===== src/hw/irq_pkg.sv =====
/*
 * Shared constants and carriers for the vectored fixed-priority interrupt logic.
 * Assumes an 8-bit core that reaches the interrupt registers through its internal
 * special-function port and fetches vectors itself.
 */
`default_nettype none
package irq_pkg;
  // ----------------------------------------------------------------
  // register offsets and reset values
  // ----------------------------------------------------------------
  localparam logic [7:0] ADDR_EDGE_SEL = 8'h3A;
  localparam logic [7:0] ADDR_REQ1 = 8'h3C;
  localparam logic [7:0] ADDR_REQ2 = 8'h3D;
  localparam logic [7:0] ADDR_CTRL1 = 8'h3E;
  localparam logic [7:0] ADDR_CTRL2 = 8'h3F;
  localparam logic [7:0] REG_RST_VAL = 8'h00;
  localparam logic [7:0] REQ2_USED_MASK = 8'h3F;
  // ----------------------------------------------------------------
  // sources and vectors
  // ----------------------------------------------------------------
  localparam int NUM_SRC = 15;
  localparam int NUM_EXT = 6;
  localparam logic [3:0] IDX_SER_RX = 4'h2;
  localparam logic [3:0] IDX_SER_TX = 4'h3;
  localparam logic [3:0] IDX_TIMER1 = 4'h6;
  localparam logic [3:0] IDX_BREAK = 4'hE;
  localparam logic [15:0] VEC_RESET_LO = 16'hFFFC;
  localparam logic [15:0] VEC_TOP_LO = 16'hFFFA;
  localparam logic [15:0] VEC_BREAK_LO = 16'hFFDC;
  localparam logic [15:0] VEC_STEP = 16'h0002;
  localparam logic [7:0] PHI_DIV_DEF = 8'h02;

  typedef struct packed {
    logic [7:0] addr;
    logic [7:0] wdata;
    logic we;
  } sfr_bus_t;

  typedef struct packed {
    logic start;
    logic [15:0] vec_lo;
    logic [15:0] vec_hi;
  } svc_t;
endpackage : irq_pkg
`default_nettype wire


===== src/hw/irq_edge_detect.sv =====
/*
 * Per-pin active-edge detector for the external interrupt inputs.
 * Assumes pins already synchronous to mclk_i; sel bit 1 picks the rising edge.
 */
`default_nettype none
module irq_edge_detect #(
  parameter int WIDTH = 6
) (
  // clock and reset
  input wire logic mclk_i,
  input wire logic srst_i,
  // pins and edge choice
  input wire logic [WIDTH-1:0] pin_i,
  input wire logic [WIDTH-1:0] rise_sel_i,
  // one-cycle events
  output logic [WIDTH-1:0] evt_o
);
  logic [WIDTH-1:0] prev_reg;

  always_ff @(posedge mclk_i) begin
    if (srst_i) begin
      prev_reg <= '0;
    end else begin
      prev_reg <= pin_i;
    end
  end

  for (genvar g = 0; g < WIDTH; g++) begin : g_edge
    assign evt_o[g] = rise_sel_i[g] ? (pin_i[g] & ~prev_reg[g]) : (~pin_i[g] & prev_reg[g]);
  end
endmodule // irq_edge_detect
`default_nettype wire


===== src/hw/vectored_fixed_priority_irq.sv =====
/*
 * Fixed-priority vectored interrupt controller with stop-mode clock control.
 * Assumes the core pulses instr_end_i at instruction boundaries, fetches the
 * vector pair named on svc_o, and drives the disable-flag strobes.
 */
`default_nettype none
module vectored_fixed_priority_irq
  import irq_pkg::*;
#(
  parameter logic [7:0] PHI_DIV = PHI_DIV_DEF
) (
  // clock and reset
  input wire logic mclk_i,
  input wire logic srst_i,
  // core register port
  input wire sfr_bus_t sfr_i,
  output logic [7:0] rd_data_o,
  // external pins
  input wire logic ext_irq_in_a_i,
  input wire logic ext_irq_in_b_i,
  input wire logic ext_irq_in_c_i,
  input wire logic ext_irq_in_d_i,
  input wire logic ext_irq_in_e_i,
  input wire logic ext_irq_in_f_i,
  // internal peripheral events
  input wire logic serial_rx_irq_i,
  input wire logic serial_tx_irq_i,
  input wire logic serial_sel_i,
  input wire logic timer_x_irq_i,
  input wire logic timer_y_irq_i,
  input wire logic timer1_uflow_i,
  input wire logic timer2_irq_i,
  input wire logic counter_pin_a_irq_i,
  input wire logic counter_pin_b_irq_i,
  // core sequencing
  input wire logic soft_break_trap_i,
  input wire logic instr_end_i,
  input wire logic flag_set_i,
  input wire logic flag_clr_i,
  input wire logic oscillator_halt_op_i,
  // to core and clock tree
  output svc_t svc_o,
  output logic irq_disable_o,
  output logic phi_en_o,
  output logic osc_run_o
);
  typedef enum logic [2:0] {CLK_RUN = 3'b001, CLK_STOP = 3'b010, CLK_WAKE = 3'b100} clk_state_t;
  // ----------------------------------------------------------------
  // helpers
  // ----------------------------------------------------------------
  function automatic logic [4:0] pick_winner(input logic [NUM_SRC-1:0] eff);
    logic [4:0] res;
    res = 5'h00;
    for (int i = NUM_SRC - 1; i >= 0; i--) begin
      if (eff[i]) begin
        res = {1'b1, 4'(i)};
      end
    end
    return res;
  endfunction

  function automatic logic [15:0] vec_of(input logic [3:0] idx);
    logic [15:0] v;
    v = (idx == IDX_BREAK) ? VEC_BREAK_LO : 16'(VEC_TOP_LO - VEC_STEP * 16'(idx));
    return v;
  endfunction
  // ----------------------------------------------------------------
  // state
  // ----------------------------------------------------------------
  logic [7:0] edge_sel_reg, req1_reg, req2_reg, ctrl1_reg, ctrl2_reg;
  logic brk_reg, rst_pend_reg, dis_reg, phi_reg, osc_run_reg;
  logic [7:0] div_reg;
  logic wr1_pend_reg, wr2_pend_reg;
  logic [7:0] wr_data_reg;
  clk_state_t clk_state_reg;
  svc_t svc_reg;
  logic [7:0] rd_reg;

  logic [NUM_EXT-1:0] ext_evt;
  logic [7:0] ev1, ev2, acc1, acc2;
  logic [NUM_SRC-1:0] eff;
  logic [4:0] win;
  logic accept;

  irq_edge_detect #(.WIDTH(NUM_EXT)) u_edge (
    .mclk_i(mclk_i),
    .srst_i(srst_i),
    .pin_i({ext_irq_in_f_i, ext_irq_in_e_i, ext_irq_in_d_i,
            ext_irq_in_c_i, ext_irq_in_b_i, ext_irq_in_a_i}),
    .rise_sel_i(edge_sel_reg[NUM_EXT-1:0]),
    .evt_o(ext_evt)
  );

  assign ev1 = {timer2_irq_i, timer1_uflow_i, timer_y_irq_i, timer_x_irq_i,
                serial_tx_irq_i, serial_rx_irq_i, ext_evt[1], ext_evt[0]};
  assign ev2 = {2'b00, ext_evt[5:2], counter_pin_b_irq_i, counter_pin_a_irq_i};
  // ----------------------------------------------------------------
  // arbitration
  // ----------------------------------------------------------------
  // order never moves; software only masks what competes
  always_comb begin
    eff = {brk_reg, {req2_reg[5:0], req1_reg} & {ctrl2_reg[5:0], ctrl1_reg}
           & {14{~dis_reg}}};
    eff[IDX_SER_RX] = eff[IDX_SER_RX] & serial_sel_i;
    eff[IDX_SER_TX] = eff[IDX_SER_TX] & serial_sel_i;
  end

  assign win = pick_winner(eff);
  // reset is served at the first phi slot, no instruction boundary needed
  assign accept = phi_reg && (rst_pend_reg || (win[4] && instr_end_i));

  always_comb begin
    acc1 = 8'h00;
    acc2 = 8'h00;
    if (accept && !rst_pend_reg && win[3:0] != IDX_BREAK) begin
      if (win[3:0] < 4'h8) begin
        acc1[win[2:0]] = 1'b1;
      end else begin
        acc2[win[2:0]] = 1'b1;
      end
    end
  end
  // ----------------------------------------------------------------
  // register port
  // ----------------------------------------------------------------
  always_ff @(posedge mclk_i) begin
    if (srst_i) begin
      edge_sel_reg <= REG_RST_VAL;
      ctrl1_reg <= REG_RST_VAL;
      ctrl2_reg <= REG_RST_VAL;
      wr1_pend_reg <= 1'b0;
      wr2_pend_reg <= 1'b0;
      wr_data_reg <= REG_RST_VAL;
    end else begin
      wr1_pend_reg <= sfr_i.we && sfr_i.addr == ADDR_REQ1;
      wr2_pend_reg <= sfr_i.we && sfr_i.addr == ADDR_REQ2;
      wr_data_reg <= sfr_i.wdata;
      if (sfr_i.we && sfr_i.addr == ADDR_EDGE_SEL) begin
        edge_sel_reg <= sfr_i.wdata & REQ2_USED_MASK;
      end
      if (sfr_i.we && sfr_i.addr == ADDR_CTRL1) begin
        ctrl1_reg <= sfr_i.wdata;
      end
      if (sfr_i.we && sfr_i.addr == ADDR_CTRL2) begin
        ctrl2_reg <= sfr_i.wdata & REQ2_USED_MASK;
      end
    end
  end

  always_ff @(posedge mclk_i) begin
    if (srst_i) begin
      rd_reg <= REG_RST_VAL;
    end else begin
      unique case (sfr_i.addr)
        ADDR_EDGE_SEL: rd_reg <= edge_sel_reg;
        ADDR_REQ1: rd_reg <= req1_reg;
        ADDR_REQ2: rd_reg <= req2_reg;
        ADDR_CTRL1: rd_reg <= ctrl1_reg;
        ADDR_CTRL2: rd_reg <= ctrl2_reg;
        default: rd_reg <= 8'h00;
      endcase
    end
  end
  // ----------------------------------------------------------------
  // request flags
  // ----------------------------------------------------------------
  // written zeros clear, ones keep; a same-cycle event still wins
  always_ff @(posedge mclk_i) begin
    if (srst_i) begin
      req1_reg <= REG_RST_VAL;
      req2_reg <= REG_RST_VAL;
      brk_reg <= 1'b0;
    end else begin
      req1_reg <= (req1_reg & ~acc1 & (wr1_pend_reg ? wr_data_reg : 8'hFF)) | ev1;
      req2_reg <= ((req2_reg & ~acc2 & (wr2_pend_reg ? wr_data_reg : 8'hFF)) | ev2)
                  & REQ2_USED_MASK;
      brk_reg <= (brk_reg & ~(accept && !rst_pend_reg && win[3:0] == IDX_BREAK))
                 | soft_break_trap_i;
    end
  end
  // ----------------------------------------------------------------
  // disable flag and service hand-off
  // ----------------------------------------------------------------
  always_ff @(posedge mclk_i) begin
    if (srst_i) begin
      dis_reg <= 1'b1;
    end else if (accept || flag_set_i) begin
      dis_reg <= 1'b1;
    end else if (flag_clr_i) begin
      dis_reg <= 1'b0;
    end
  end

  always_ff @(posedge mclk_i) begin
    if (srst_i) begin
      rst_pend_reg <= 1'b1;
      svc_reg <= '0;
    end else begin
      svc_reg.start <= accept;
      if (accept) begin
        rst_pend_reg <= 1'b0;
        svc_reg.vec_lo <= rst_pend_reg ? VEC_RESET_LO : vec_of(win[3:0]);
        svc_reg.vec_hi <= 16'((rst_pend_reg ? VEC_RESET_LO : vec_of(win[3:0])) + 16'h0001);
      end
    end
  end
  // ----------------------------------------------------------------
  // oscillator and phi enable
  // ----------------------------------------------------------------
  // phi halts low: no enable pulses leave while stopped or waking
  always_ff @(posedge mclk_i) begin
    if (srst_i) begin
      clk_state_reg <= CLK_RUN;
    end else begin
      unique case (clk_state_reg)
        CLK_RUN: if (oscillator_halt_op_i) clk_state_reg <= CLK_STOP;
        CLK_STOP: if (|ext_evt) clk_state_reg <= CLK_WAKE;
        CLK_WAKE: if (timer1_uflow_i) clk_state_reg <= CLK_RUN;
        default: clk_state_reg <= CLK_RUN;
      endcase
    end
  end
  always_ff @(posedge mclk_i) begin
    if (srst_i) begin
      osc_run_reg <= 1'b1;
    end else begin
      osc_run_reg <= !((clk_state_reg == CLK_RUN && oscillator_halt_op_i)
                       || (clk_state_reg == CLK_STOP && !(|ext_evt)));
    end
  end

  always_ff @(posedge mclk_i) begin
    if (srst_i || clk_state_reg != CLK_RUN || oscillator_halt_op_i) begin
      div_reg <= 8'h00;
      phi_reg <= 1'b0;
    end else begin
      div_reg <= (div_reg == 8'(PHI_DIV - 8'h01)) ? 8'h00 : 8'(div_reg + 8'h01);
      phi_reg <= div_reg == 8'(PHI_DIV - 8'h01);
    end
  end

  assign svc_o = svc_reg;
  assign rd_data_o = rd_reg;
  assign irq_disable_o = dis_reg;
  assign phi_en_o = phi_reg;
  assign osc_run_o = osc_run_reg;
endmodule // vectored_fixed_priority_irq
`default_nettype wire

===== config.mk =====
export PLATFORM = sky130hd
export DESIGN_NAME = vectored_fixed_priority_irq
export DESIGN_NICKNAME = d
export VERILOG_FILES = /design/src/hw/irq_pkg.sv /design/src/hw/irq_edge_detect.sv /design/src/hw/vectored_fixed_priority_irq.sv
export SDC_FILE = /design/constraint.sdc
export NUM_CORES = 1
export LEC_CHECK = 0
export BUFFER_PORTS_ARGS = -buffer_cell sky130_fd_sc_hd__buf_2
export CAP_MARGIN = 0
export CORE_AREA = 2 2 87 89
export CTS_BUF_LIST = sky130_fd_sc_hd__clkbuf_8
export CTS_CLUSTER_SIZE = 28
export DETAILED_ROUTE_END_ITERATION = 10
export DIE_AREA = 0 0 89 91
export MAX_ROUTING_LAYER = met4
export PLACE_DENSITY = 0.81
export SLEW_MARGIN = 10
export SYNTH_ARGS = -nofsm -noshare
export SYNTH_HDL_FRONTEND = slang
export SYNTH_HIERARCHICAL = 1
export SYNTH_SLANG_ARGS = --single-unit

===== constraint.sdc =====
create_clock -name mclk_i -period 2.2 [get_ports mclk_i]
set_input_delay 0.11 -clock mclk_i [delete_from_list [all_inputs] [get_ports mclk_i]]
set_output_delay 0.11 -clock mclk_i [all_outputs]
set_load 0.05 [all_outputs]

==> metrics.md <==
| Metric | Value |
|---|---|
| Htree depth | 3 |
| Ant. Diodes | 0 |
| Post-Syn Area per Cell | approximately 9.3 um2 |
| Final setup viols | 0 |
| Die area | around 8100 um2 |
| Die Y | about 91 um |
| Logic gate share of total power | a little under an eighth |
| Worst EP required | 2.42 ns |
| DP HPWL | between 7000 and 8000 um |
| Clock slew at reported path FFs | around 0.090 ns |
| Fin area | between 4000 and 5000 um2 |
| Post-Synth Simple-Gate Area | between 20% and 30% |
| Clock Tree Buf Depth | 2 |
| Post-route setup TNS | 0 ns |
| Worst path max stage delay | 0.36 ns |
| Synth unique cells | 58 |
| Kind of critical path | reg2reg |
| Nets | ~540 |
| Tcrit/Tclk final | a little over nine tenths |
| Cell Rows | 31 |
| Worst-Margin Slew | between 0.5 and 0.6 ns |
| Final core utilization | roughly 65% |
| M1 WL | between 4000 and 5000 um |
| Root Driver | clkbuf_8 |
| Status | complete, no violations |
| DRT Pass-1 Iters | 5 |
| Post-Synthesis Cell Area | ~4000 um2 |
| Slack of the critical path | between 0.09 and 0.1 ns |
| Synth area leaders | dfxtp_1 (40%), mux2i_1 (5.5%), nor2_1 (5.4%) |
| Peak VDD IR | between 0.4 and 0.5 mV |
| Xor/xnor cell area share of the yosys netlist | 1.531% |
| Worst EP arrival | ~2.3 ns |
| Minimum clock period | between 2 and 2.5 ns |
| Final Hold Viols | 0 |
| Sw frac | between 20% and 30% |
| Largest delay share family, worst path | compound AO/OA/AOI/OAI gates |
| Commonest cells in the netlist | dfxtp_1 (81), nor2_1 (58), buf_4 (28) |
| Vias per cell | around 5.6 |
| YS warnings | 6 |
| Synth Area in Compound Gates | between 10% and 20% |
| Final std cells w/o fill | 600 |
| Critical Path Sink Type | register |
| Clk sinks | slightly above 80 |
| Top-count cell post-synth | dfxtp_1 |
| Adder-cell share of the synthesized area | ~2.2% |
| Slowest cell on crit path | dfxtp_1 |
| Unrepaired setup endpoints after global routing | false |
| Routed WL | around 10000 um |
| DR DRC count | 0 |
| Wire length per cell | approximately 17 um |
| CP Launch Type | register |
| Detail Route Antenna Nets | 0 |
| Slew Viols, Final | 0 |
| Synth Register Bits | between 80 and 90 |
| I/O pin cnt | 83 |
| Top cell type's share of synthesized area | just over 40% |
| Metal3 WL | roughly 630 um |
| Post-synthesis sequential area ratio | between 40% and 50% |
| Max Clk Rate | around 470 MHz |
| GRT overflow | 0 |
| Crit-path max FO | 4 |
| Leak pwr | between 1.5 and 2 nW |
| First-pass GRT wire length | about 16000 um |
| Main synth FF type | dfxtp_1 |
| EDFF count, synth | 0 |
| Worst skew pair latency | between 0.3 and 0.4 ns |
| GRT Util Overall | around a quarter |
| Reg power frac | between 40% and 50% |
| I/O Buffers | about 80 |
| Met2 wire len | 4676 um |
| NetSw | about 0.00084 W |
| Mux cell area share after synthesis | 8.966% |
| Routability cong. | 0.8930 |
| Core Area | 7137 um2 |
| Asr flop ratio synth | 0% |
| Largest family of logic cells by synthesized area | simple AND/OR/NAND/NOR gates |
| Clock share of power | between 40 and 50% |
| CP bufs+invs | 1 |
| Max layer used | met4 |
| Via count | between 3000 and 4000 |
| Synth area leader | dfxtp_1 |
| Vias in the first global route | ~3100 |
| Syn-to-layout area delta | 16.65% |
| Pin count of the biggest net entering global routing | 41 |
| Initial antenna violation count | 0 |
| Die X | a little under 90 um |
| TritonCTS clock tree | done |
| Pre-CTS WS | 0.04448 ns |
| Worst slew margin | between 60 and 70% |
| Placed cell count | ~570 |
| Clk_skew | 0.01023 ns |
| Syn_nets | around 480 |
| Fraction of layout cells with a size suffix above 1 | a little over a quarter |
| CP cell instances | a22o_1 > a21bo_2 > a211oi_2 > o22ai_2 > inv_1 > ha_2 > nor3b_1 > a31oi_1 |
| Syn Inst Count | approximately 430 |
| Cell Int Power | about 0.0024 W |
| Starting Density | a little under three fifths |
| Initial DRC Count | 213 |
| Post-CTS Setup Bufs | 0 |
| Hold crit path type | in2reg |
| Number of CTS-inserted buffers | 9 |
| Max-Cap Viols | 0 |
| Total power density per cell area | 694.8 nW/um2 |
| Cell area after placement | between 4000 and 5000 um2 |
## power by group through the flow
stage	clock network, W	logic, W	registers [W]
after detailed placement	0	0.000344	0.00158
after global placement	0	0.000339	0.00158
after CTS	0.00133	0.000362	0.00155
after floorplan	0	0.000242	0.00159
final	0.00133	0.000365	0.00155
after global routing	0.00140	0.000394	0.00156
## worst paths after layout
| kind | end | cells after the start | slack (ns) | startpoint |
|---|---|---|---|---|
| worst max-delay path | req1_reg[2] | 8 | 0.09 | req2_reg[5] |
| worst min-delay path | u_edge/prev_reg[2] | 2 | 0.01 | ext_irq_in_c_i |
| worst max register to register | req1_reg[2] | 8 | 0.09 | req2_reg[5] |
| worst min register to register | div_reg[0] | 1 | 0.48 | div_reg[0] |
## what timing repair did
item                                    4_1_cts  5_1_grt
gates resized for setup                       0        3
endpoints found under the hold margin         9        0
hold buffers                                 10        0
endpoints found under the setup margin        0        6
## layout by cell type (no fill, tap or decap), types with 9 or more instances in the layout
cell type	instances
nor2_1	57
clkbuf_8	9
a21oi_1	21
inv_1	17
mux2i_1	22
nand2b_1	16
buf_2	81
nor2b_1	16
dlygate4sd3_1	10
a31oi_1	9
dfxtp_1	80
nand2_1	26
## final cells by class
| class | instances | area (um2) |
|---|---|---|
| well taps | 99 | 123.9 |
| repair buffers | 96 | 555.5 |
| clock buffers | 9 | 123.9 |
| multi-input cells | 291 | 2066 |
| flip-flops and latches | 81 | 1623 |
| clock inverters | 7 | 116.4 |
| inverters | 17 | 63.81 |
| fillers | 636 | 2465 |
## per-stage QoR
stage | hold WS [ns] | total power [W]
2_1_floorplan | 0.1758 | 0.001833
3_3_place_gp | 0.3055 | 0.001920
3_5_place_dp | 0.3129 | 0.001929
4_1_cts | 0.008444 | 0.003243
5_1_grt | 0.01034 | 0.003352
6_report | 0.01330 | 0.003246
## kinds of logic (layout without fill, tap and decap cells)
family                   count (synthesis)  count (layout)
multiplexers                            28              28
flip-flops                              81              81
XOR/XNOR                                 7               7
AND/OR/NAND/NOR                        161             161
other                                    1               1
AO/OA/AOI/OAI                           87              87
buffers and inverters                   57             129
adder cells (fa/ha/maj)                  7               7
## routing by layer
metal	up-vias	global-route usage, %
li1	1611	-
met1	1572	34.18
met2	154	39.86
met3	22	4.091
met4	0	13.68
met5	-	-
No activity file was read; power rests on OpenSTA's default activity.
